==> src/rtl/ccd_pkg.sv <==
`default_nettype none
package ccd_pkg;
  // Register byte offsets
  localparam logic [7:0] REG_INSTR = 8'h00;
  localparam logic [7:0] REG_ACC   = 8'h04;
  localparam logic [7:0] REG_STAT  = 8'h08;
  localparam logic [7:0] REG_PC    = 8'h0C;
  localparam logic [7:0] REG_PCLAT = 8'h10;
  localparam logic [7:0] REG_WDOG  = 8'h14;
  localparam logic [7:0] REG_STACK = 8'h18;
  localparam logic [7:0] REG_FADR  = 8'h1C;
  localparam logic [7:0] REG_FDAT  = 8'h20;
  // Instruction word fields
  localparam int OP_LSB   = 0;
  localparam int FA_LSB   = 3;
  localparam int DEST_BIT = 10;
  // Status fields
  localparam int ST_ZERO = 0;
  localparam int ST_TO_N = 1;
  localparam int ST_PD_N = 2;
  localparam int ST_BUSY = 3;
  localparam int ST_SKIP = 4;
  // Stack readback field
  localparam int SP_LSB = 16;
  // Reset values
  localparam logic [2:0] STAT_RST = 3'h6;
  localparam logic [14:0] PC_RST  = 15'h0000;
  // Opcodes
  typedef enum logic [2:0] {
    OP_NOP    = 3'h0,
    OP_WDCLR  = 3'h1,
    OP_CALLA  = 3'h2,
    OP_COMPLEMENT_FILE_INSTR   = 3'h3,
    OP_CLEAR_FILE_INSTR   = 3'h4,
    OP_DECREMENT_FILE_INSTR   = 3'h5,
    OP_CLRA   = 3'h6,
    OP_DECSKZ = 3'h7
  } ccd_op_e;
  // Sequencer states, one-hot
  typedef enum logic [1:0] {
    ST_IDLE  = 2'b01,
    ST_CALL2 = 2'b10
  } ccd_state_e;
endpackage
`default_nettype wire

==> src/rtl/ccd_core.sv <==
// The register addresses and register access over Wishbone were chosen for this implementation.
`default_nettype none
module ccd_core #(
  parameter int STACK_DEPTH = 16,
  parameter int PRESC_BITS  = 8
) (
  input  wire logic        clk_sys,  // System clock
  input  wire logic        rstn,     // Async reset, low
  input  wire logic        wb_cyc_i, // Bus cycle
  input  wire logic        wb_stb_i, // Strobe
  input  wire logic        wb_we_i,  // Write enable
  input  wire logic [7:0]  wb_adr_i, // Byte address
  input  wire logic [3:0]  wb_sel_i, // Byte lanes
  input  wire logic [31:0] wb_dat_i, // Write data
  output logic      [31:0] wb_dat_o, // Read data
  output logic             wb_ack_o  // Acknowledge
);
  localparam int SPW = $clog2(STACK_DEPTH);

  // Byte-lane merge of a write into a word
  function automatic logic [31:0] merge(input logic [31:0] old_v,
                                        input logic [31:0] new_v,
                                        input logic [3:0]  sel);
    logic [31:0] r;
    r = old_v;
    for (int i = 0; i < 4; i++) begin
      if (sel[i]) begin
        r[i*8 +: 8] = new_v[i*8 +: 8];
      end
    end
    return r;
  endfunction

  ccd_pkg::ccd_state_e state;
  logic [7:0]            file_mem [128];
  logic [7:0]            accum;
  logic                  zero_flag;
  logic                  timeout_flag_n;
  logic                  powerdown_flag_n;
  logic                  skip_pend;
  logic [14:0]           pc;
  logic [6:0]            pc_high_latch;
  logic [7:0]            watchdog_counter;
  logic [PRESC_BITS-1:0] wd_presc;
  logic [14:0]           ret_stack [STACK_DEPTH];
  logic [SPW-1:0]        sp;
  logic [6:0]            file_ptr;

  // Bus decode
  wire        acc_go   = wb_cyc_i & wb_stb_i & wb_ack_o;
  wire        bus_wr   = acc_go & wb_we_i;
  wire        hit_ins  = wb_adr_i == ccd_pkg::REG_INSTR;
  wire        hit_acc  = wb_adr_i == ccd_pkg::REG_ACC;
  wire        hit_st   = wb_adr_i == ccd_pkg::REG_STAT;
  wire        hit_pc   = wb_adr_i == ccd_pkg::REG_PC;
  wire        hit_plat = wb_adr_i == ccd_pkg::REG_PCLAT;
  wire        hit_fadr = wb_adr_i == ccd_pkg::REG_FADR;
  wire        hit_fdat = wb_adr_i == ccd_pkg::REG_FDAT;
  wire        is_idle  = state == ccd_pkg::ST_IDLE;
  wire [31:0] wmerge_st;
  wire [31:0] wmerge_pc;

  // Instruction decode; an instruction needs both low lanes
  wire             issue   = bus_wr & hit_ins & (&wb_sel_i[1:0]) & is_idle;
  wire             exec    = issue & ~skip_pend;
  wire ccd_pkg::ccd_op_e op = ccd_pkg::ccd_op_e'(wb_dat_i[ccd_pkg::OP_LSB +: 3]);
  wire [6:0]       op_fa   = wb_dat_i[ccd_pkg::FA_LSB +: 7];
  wire             op_dest = wb_dat_i[ccd_pkg::DEST_BIT];
  wire             is_complement_file_instr = op == ccd_pkg::OP_COMPLEMENT_FILE_INSTR;
  wire             is_decrement_file_instr = op == ccd_pkg::OP_DECREMENT_FILE_INSTR;
  wire             is_dsz  = op == ccd_pkg::OP_DECSKZ;
  wire             is_clear_file_instr = op == ccd_pkg::OP_CLEAR_FILE_INSTR;
  wire             is_clra = op == ccd_pkg::OP_CLRA;
  wire             is_wdcl = op == ccd_pkg::OP_WDCLR;
  wire             is_call = op == ccd_pkg::OP_CALLA;
  wire             arith   = is_complement_file_instr | is_decrement_file_instr | is_dsz;

  // Operand and result paths
  wire [7:0] fval     = file_mem[op_fa];
  wire [7:0] res      = is_complement_file_instr ? ~fval : fval - 8'h01;
  wire       res_zero = res == 8'h00;
  wire       wr_acc   = exec & ((arith & ~op_dest) | is_clra);
  wire       wr_file  = exec & ((arith & op_dest) | is_clear_file_instr);
  wire [7:0] next_acc = is_clra ? 8'h00 : res;
  wire [7:0] next_fv  = is_clear_file_instr ? 8'h00 : res;
  wire       set_skip = exec & is_dsz & res_zero;

  // Zero flag: clears force one, complement and decrement follow result
  wire       z_upd    = exec & (is_clear_file_instr | is_clra | is_complement_file_instr | is_decrement_file_instr);
  wire       next_z   = (is_clear_file_instr | is_clra) ? 1'b1 : res_zero;

  // Watchdog timebase and clear
  wire       wd_clr   = exec & is_wdcl;
  wire       presc_wr = &wd_presc;
  wire       wd_wrap  = presc_wr & (&watchdog_counter);

  // Program counter: normal step, call push, call load
  wire [14:0] pc_inc  = pc + 15'h0001;
  wire        push    = exec & is_call;
  wire [14:0] call_pc = {pc_high_latch, accum};

  assign wmerge_st = merge({27'h0, skip_pend, 1'b0, powerdown_flag_n,
                            timeout_flag_n, zero_flag}, wb_dat_i, wb_sel_i);
  assign wmerge_pc = merge({17'h0, pc}, wb_dat_i, wb_sel_i);

  // Read mux
  wire [31:0] rd_word =
    hit_acc  ? {24'h0, accum} :
    hit_st   ? {27'h0, skip_pend, ~is_idle, powerdown_flag_n,
                timeout_flag_n, zero_flag} :
    hit_pc   ? {17'h0, pc} :
    hit_plat ? {25'h0, pc_high_latch} :
    hit_fadr ? {25'h0, file_ptr} :
    hit_fdat ? {24'h0, file_mem[file_ptr]} :
    (wb_adr_i == ccd_pkg::REG_WDOG) ?
      {{(24 - PRESC_BITS){1'b0}}, wd_presc, watchdog_counter} :
    (wb_adr_i == ccd_pkg::REG_STACK) ?
      {{(16 - SPW){1'b0}}, sp, 1'b0, ret_stack[sp - SPW'(1)]} :
    32'h0000_0000;

  // Bus handshake: ack one cycle after the strobe, then drop
  always_ff @(posedge clk_sys or negedge rstn) begin
    if (!rstn) begin
      wb_ack_o <= 1'b0;
      wb_dat_o <= 32'h0000_0000;
    end else begin
      wb_ack_o <= wb_cyc_i & wb_stb_i & ~wb_ack_o;
      wb_dat_o <= rd_word;
    end
  end

  // Sequencer for the two-cycle call
  always_ff @(posedge clk_sys or negedge rstn) begin
    if (!rstn) begin
      state <= ccd_pkg::ST_IDLE;
    end else begin
      unique case (state)
        ccd_pkg::ST_IDLE: begin
          if (push) begin
            state <= ccd_pkg::ST_CALL2;
          end
        end
        ccd_pkg::ST_CALL2: begin
          state <= ccd_pkg::ST_IDLE;
        end
        default: begin
          state <= ccd_pkg::ST_IDLE;
        end
      endcase
    end
  end

  // Program counter
  always_ff @(posedge clk_sys or negedge rstn) begin
    if (!rstn) begin
      pc <= ccd_pkg::PC_RST;
    end else if (state == ccd_pkg::ST_CALL2) begin
      pc <= call_pc;
    end else if (issue && !push) begin
      pc <= pc_inc;
    end else if (bus_wr && hit_pc && is_idle) begin
      pc <= wmerge_pc[14:0];
    end
  end

  // Return stack push
  always_ff @(posedge clk_sys or negedge rstn) begin
    if (!rstn) begin
      sp <= '0;
    end else if (push) begin
      sp <= sp + SPW'(1);
    end
  end

  always_ff @(posedge clk_sys) begin
    if (push) begin
      ret_stack[sp] <= pc_inc;
    end
  end

  // Accumulator and high latch
  always_ff @(posedge clk_sys or negedge rstn) begin
    if (!rstn) begin
      accum         <= 8'h00;
      pc_high_latch <= 7'h00;
    end else begin
      if (wr_acc) begin
        accum <= next_acc;
      end else if (bus_wr && hit_acc && wb_sel_i[0]) begin
        accum <= wb_dat_i[7:0];
      end
      if (bus_wr && hit_plat && wb_sel_i[0]) begin
        pc_high_latch <= wb_dat_i[6:0];
      end
    end
  end

  // File register array and its window pointer
  always_ff @(posedge clk_sys) begin
    if (wr_file) begin
      file_mem[op_fa] <= next_fv;
    end else if (bus_wr && hit_fdat && wb_sel_i[0]) begin
      file_mem[file_ptr] <= wb_dat_i[7:0];
    end
  end

  always_ff @(posedge clk_sys or negedge rstn) begin
    if (!rstn) begin
      file_ptr <= 7'h00;
    end else if (bus_wr && hit_fadr && wb_sel_i[0]) begin
      file_ptr <= wb_dat_i[6:0];
    end
  end

  // Status flags; an instruction wins over a bus write
  always_ff @(posedge clk_sys or negedge rstn) begin
    if (!rstn) begin
      {powerdown_flag_n, timeout_flag_n, zero_flag} <= ccd_pkg::STAT_RST;
      skip_pend <= 1'b0;
    end else begin
      if (z_upd) begin
        zero_flag <= next_z;
      end else if (bus_wr && hit_st) begin
        zero_flag <= wmerge_st[ccd_pkg::ST_ZERO];
      end
      if (wd_wrap) begin
        timeout_flag_n <= 1'b0;
      end else if (wd_clr) begin
        timeout_flag_n <= 1'b1;
      end else if (bus_wr && hit_st) begin
        timeout_flag_n <= wmerge_st[ccd_pkg::ST_TO_N];
      end
      if (wd_clr) begin
        powerdown_flag_n <= 1'b1;
      end else if (bus_wr && hit_st) begin
        powerdown_flag_n <= wmerge_st[ccd_pkg::ST_PD_N];
      end
      if (issue) begin
        skip_pend <= set_skip;
      end
    end
  end

  // Watchdog counter and prescaler
  always_ff @(posedge clk_sys or negedge rstn) begin
    if (!rstn) begin
      watchdog_counter <= 8'h00;
      wd_presc         <= '0;
    end else if (wd_clr) begin
      watchdog_counter <= 8'h00;
      wd_presc         <= '0;
    end else begin
      wd_presc <= wd_presc + PRESC_BITS'(1);
      if (presc_wr) begin
        watchdog_counter <= watchdog_counter + 8'h01;
      end
    end
  end
endmodule
`default_nettype wire

==> config.mk <==
export PLATFORM = sky130hd
export DESIGN_NAME = ccd_core
export DESIGN_NICKNAME = d
export VERILOG_FILES = /design/src/rtl/ccd_pkg.sv /design/src/rtl/ccd_core.sv
export SDC_FILE = /design/constraint.sdc
export NUM_CORES = 2
export LEC_CHECK = 0
export ABC_CLOCK_PERIOD_IN_PS = 9750
export BUFFER_PORTS_ARGS = -buffer_cell sky130_fd_sc_hd__buf_4
export CAP_MARGIN = 20
export CORE_MARGIN = 1
export CORE_UTILIZATION = 60
export DETAILED_ROUTE_END_ITERATION = 6
export GPL_ROUTABILITY_DRIVEN = 0
export PLACE_DENSITY_LB_ADDON = 0.2
export SLEW_MARGIN = 20
export SYNTH_ARGS = -nofsm -noshare
export SYNTH_HDL_FRONTEND = slang
export SYNTH_SLANG_ARGS = --single-unit
==> constraint.sdc <==
create_clock -name clk_sys -period 9.75 [get_ports clk_sys]
set_input_delay 0.4875 -clock clk_sys [delete_from_list [all_inputs] [get_ports clk_sys]]
set_output_delay 0.4875 -clock clk_sys [all_outputs]
set_load 0.02 [all_outputs]
---- Word level (Yosys, flattened, before mapping) ----
Memory sizes are Yosys's and may differ from the RTL's.
Index checks and enable logic that the tools add are counted.
cells by class
  add/subtract/negate cells ............... 6
  $mul .................................... 0
  div/mod/pow operators ................... 0
  $lt $le $gt $ge ......................... 0
  equality and inequality tests ........... 18
  shift operators ......................... 0
  mux-type cells .......................... 42
  bitwise operators ....................... 30
  reduce and logical (&&, ||, !) cells .... 35
operators by type and width
  operator                                             number
  two-way mux 20 bit                                   8
  two-way mux 8 bit                                    10
  two-way mux 15 bit                                   3
  equality test 8 x 5 -> 1 bit, second input constant  4
  bitwise AND 1 bit                                    18
  adder 8 x 1 -> 8 bit, second input constant          2
  equality test 8 x 4 -> 1 bit, second input constant  2
  zero test 8 bit                                      2
  two-way mux 1 bit                                    16
  AND reduction 8 bit                                  2
  adder 15 x 1 -> 15 bit, second input constant        1
  nonzero test 3 bit                                   5
  two-way mux 7 bit                                    2
  equality test 3 bit, second input constant           4
  logical AND 1 bit                                    12
  AND reduction 2 bit                                  6
  nonzero test 2 bit                                   6
  equality test 8 x 3 -> 1 bit, second input constant  1
  equality test 8 x 6 -> 1 bit, second input constant  1
  NOT 8 bit                                            1
  OR reduction 8 bit                                   1
  subtractor 8 x 1 -> 8 bit, second input constant     1
  bitwise OR 1 bit                                     7
  equality test 3 x 2 -> 1 bit, second input constant  2
  10 further kinds                                     14
word-level totals
  register bits after elaboration ......... 84
  latch bits .............................. 0
  RAM bits ................................ 1264
  bits in read-only memories .............. 0
  output and inout bits ................... 33
  word-level logic and storage cells ...... 148
  memories kept ........................... 2
memories
  name       words  width  rd ports  clocked after memory_dff  write ports  line            source
  file_mem   128    8      2         0                         1            ccd_core.sv:35  logic [7:0] file_mem [128];
  ret_stack  16     15     1         0                         1            ccd_core.sv:45  logic [14:0] ret_stack [STACK_DEPTH];

---- Depth between registers and ports, before layout ----
  word-level depth ........................ 12
  gate-level depth with buffers ........... 16
  gate-level depth less buffers ........... 13

---- Worst setup path before layout ----
OpenSTA, ideal clock, no wires.
  path kind ............................... input-to-reg
  start ................................... input port wb_dat_i[4]
  end ..................................... memory file_mem[0][6], data pin
  library setup time ...................... 1.197 ns
  arrival ................................. 7.718 ns
  required time ........................... 8.553 ns
  setup slack ............................. 0.835 ns
  stages on the path ...................... 11
  path buffers ............................ 4
  cells stage by stage .................... buf_4 -> buf_4 -> clkbuf_1 -> buf_2 -> mux4_2 -> a221oi_2 -> a22oi_1 -> nand4_2 -> a31oi_1 -> xnor2_2 -> o21ai_0
on the way
  longest elaborated chain between the ends .. 5
RTL lines
  item                                                    line            source
  start: declaration                                      ccd_core.sv:14  input wire logic [31:0] wb_dat_i,
  memory (128 x 8 bit) (*)                                -
  subtractor 8 x 1 -> 8 bit or NOT 8 bit (tied branches)  ccd_core.sv:80  wire [7:0] res = is_complement_file_instr ? ~fval : fval - 8'h01;
  two-way mux 8 bit (*)                                   ccd_core.sv:80
  two-way mux 8 bit (*)                                   ccd_core.sv:85  wire [7:0] next_fv = is_clear_file_instr ? 8'h00 : res;
  two-way mux 8 bit (no source line) (*)                  -
  end: declaration                                        ccd_core.sv:35
Every way passes the cells marked *; elsewhere a longest branch is shown, timed or not.

---- Worst setup path after layout ----
  start ................................... input port wb_dat_i[5]
  end ..................................... memory file_mem[48][6], data pin
Same word-level chain as after synthesis.

==> impl_metrics.json <==
{
  "placed_cells": 4477,
  "period_minus_slack_ns": 5.699,
  "clock_path_buffers": 3,
  "cts_setup_buffers": 0,
  "clock.fmax_mhz": 175.5,
  "fin_cells": 4732,
  "skew_ns": 0.03502,
  "drive_gt1_share_pct": 31.34,
  "synth_ff_type": "edfxtp_1",
  "nets": 3312,
  "finalMaxSlewViolations": 0,
  "cts_resized": 0,
  "antenna_left": 0,
  "pwr_density_cell_nw_per_um2": 184.7,
  "synthArstFlopShare_pct": 6.231,
  "yosys.area_share.adder_pct": 0.1613,
  "yosysTopAreaCellShare_pct": 61.15,
  "total_power_mw": 12.60,
  "post-route-worst-setup-slack_ns": 4.051,
  "relSlewSlack_pct": 12.33,
  "cp.arrival_ns": 6.11,
  "fp.dieW_um": 323.6,
  "vias": 34760,
  "path_class": "in -> reg",
  "drcViolationCount": 0,
  "cts_sinks": 1348,
  "cp_max_fo": 96,
  "met2_length_um": 80180,
  "synth_top_family_by_area": "multiplexers",
  "startpoint_type": "input port",
  "setup_viol": 0,
  "synthXorXnorAreaFrac_pct": 0.5584,
  "gr-total-overflow": 0,
  "period_share_pct": 58.46,
  "die_y_um": 323.6,
  "leakage_nw": 21.61,
  "drt_wl_total_um": 169200,
  "via_per_inst": 7.346,
  "track_usage_pct": 33.28,
  "cts_hold_buf": 3,
  "synth_edf_count": 1264,
  "cts_made_buffers": 138,
  "cts_root_buf": "clkbuf_16",
  "postSynthAreaPerCell_um2": 19.24,
  "io_pins": 82,
  "holdWs_ns": 0.05980,
  "synth_compound_area_share_pct": 3.014,
  "start_util_pct": 60.75,
  "crit_required_ns": 10.16,
  "place_area_um2": 63710,
  "synth.area.top_cells": "edfxtp_1 (61%), mux4_2 (24%), dfrtp_1 (3.3%)",
  "tightest_slew_ns": 1.304,
  "yosysWarnings": 0,
  "design_area_um2": 68240,
  "status": "finished clean",
  "numPortBuffers": 50,
  "syn_to_final_growth_pct": 9.940,
  "hpwl_um": 105700,
  "hold_path_class": "in -> async",
  "wl_met3_um": 20180,
  "pre_cts_slack_ns": 3.249,
  "cts.htree.levels": 4,
  "fin_tns_setup_ns": 0,
  "rsz0062_at_grt": "false",
  "dieArea_um2": 104700,
  "wl_per_cell_um": 35.76,
  "ys_top_cells_by_count": "edfxtp_1 (1,264), mux4_2 (661), nor2_1 (247)",
  "synthSimpleGateAreaFrac_pct": 4.025,
  "tritoncts": "done",
  "routed.top_layer": "met5",
  "vdd_drop_max_v": 0.0001534,
  "postSynthCellCount": 3226,
  "synth-seq-cells": 1348,
  "clk-insertion-delay-late_ns": 0.79,
  "synth_area_um2": 62070,
  "maxCapViolCount": 0,
  "coreArea_um2": 102200,
  "grt_pass1_vias": 35120,
  "synth.area.mux_share_pct": 25.44,
  "path_clk_slew_ns": 0.06,
  "synth_most_common_cell": "edfxtp_1",
  "drt-pass1-iter-count": 6,
  "antenna_found_initial": 4,
  "ys_seq_area_share_pct": 64.54,
  "yosysUniqueCellTypes": 72,
  "grt_pass1_wl_um": 244200,
  "finalHoldViolCount": 0,
  "row_count": 117,
  "met1_length_um": 59780,
  "fin_util_pct": 66.79,
  "crit_path_end_kind": "flop",
  "drt_iter0_markers": 5284,
  "synth_top_cell_by_area": "edfxtp_1",
  "grt_max_degree": 129
}
[logic make-up after synthesis]
group / after synthesis
adder cells (fa/ha/maj): 8
flip-flops: 1348
other: 1
XOR/XNOR: 37
AO/OA/AOI/OAI: 284
AND/OR/NAND/NOR: 537
buffers and inverters: 263
multiplexers: 748
[flip-flops by register name (all words and copies together), names as in the netlist, 2 cells and up]
name	cells
state	2
wd_presc	8
file_mem	1024
file_ptr	7
wb_dat_o	20
pc	15
accum	8
watchdog_counter	8
pc_high_latch	7
ret_stack	240
sp	4
[worst max-delay path: stages]
cell and delay (ns):
buf_4 0.21, buf_4 0.58, nand3b_1 0.77, buf_4 0.43, o22ai_1 0.57, a211oi_1 0.15, a32oi_1 0.25, nand3_1 0.17
inv_1 0.15, and3_1 0.21, a31oi_1 0.14, xnor2_2 0.24, o21ai_4 0.64, buf_4 0.93
[cell usage in the layout, fill, tap and decap left out, types with 27 or more instances in the layout]
cell type and count:
nand3_1 45, dfrtp_1 76, buf_4 97, o22ai_1 48, edfxtp_1 1264, mux4_2 661
mux2i_1 70, nand2_1 98, o21ai_0 45, clkinv_1 27, a211oi_1 43, nor2b_1 27
clkbuf_1 32, clkbuf_16 138, a21oi_1 51, nor2_1 235
[per-layer routing]
metal	up-vias	global-route usage [%]
met4	6	15.73
met1	18120	44.88
met2	2493	51.00
li1	13650	-
met5	-	0
met3	490	9.184
[power by group]
group | internal (mW) | leakage (nW) | switching (mW)
combinational | 0.207 | 6.49 | 0.619
sequential | 6.59 | 13.0 | 0.00392
clock | 2.89 | 2.13 | 2.29
total | 9.69 | 21.6 | 2.91
[area by class of cell]
cell class	count	area, um2
Inverter	23	86.33
Clock inverter	76	809.5
Fill cell	6518	33940
Multi-Input combinational cell	1626	20910
Antenna cell	1	2.502
Clock buffer	172	3588
Tap cell	1368	1712
Sequential cell	1348	40080
Timing Repair Buffer	118	1051
[worst paths after layout]
check                                               endpoint  cells after the start  slack (ns)               start
worst max-delay path               file_mem[48][6]$_DFFE_PP_                     14        4.05         wb_dat_i[5]
worst min-delay path                  wb_dat_o[16]$_DFF_PN0_                      2        0.06                rstn
worst max register to register    file_mem[122][6]$_DFFE_PP_                     10        4.67  wb_ack_o$_DFF_PN0_
worst min register to register            wb_ack_o$_DFF_PN0_                      1        0.45  wb_ack_o$_DFF_PN0_
max in group asynchronous            file_ptr[2]$_DFFE_PN0P_                      3        8.69                rstn
min in group clk_sys            powerdown_flag_n$_DFFE_PN1P_                      3        0.07         wb_dat_i[2]
Power figures use the tool's default switching activity.
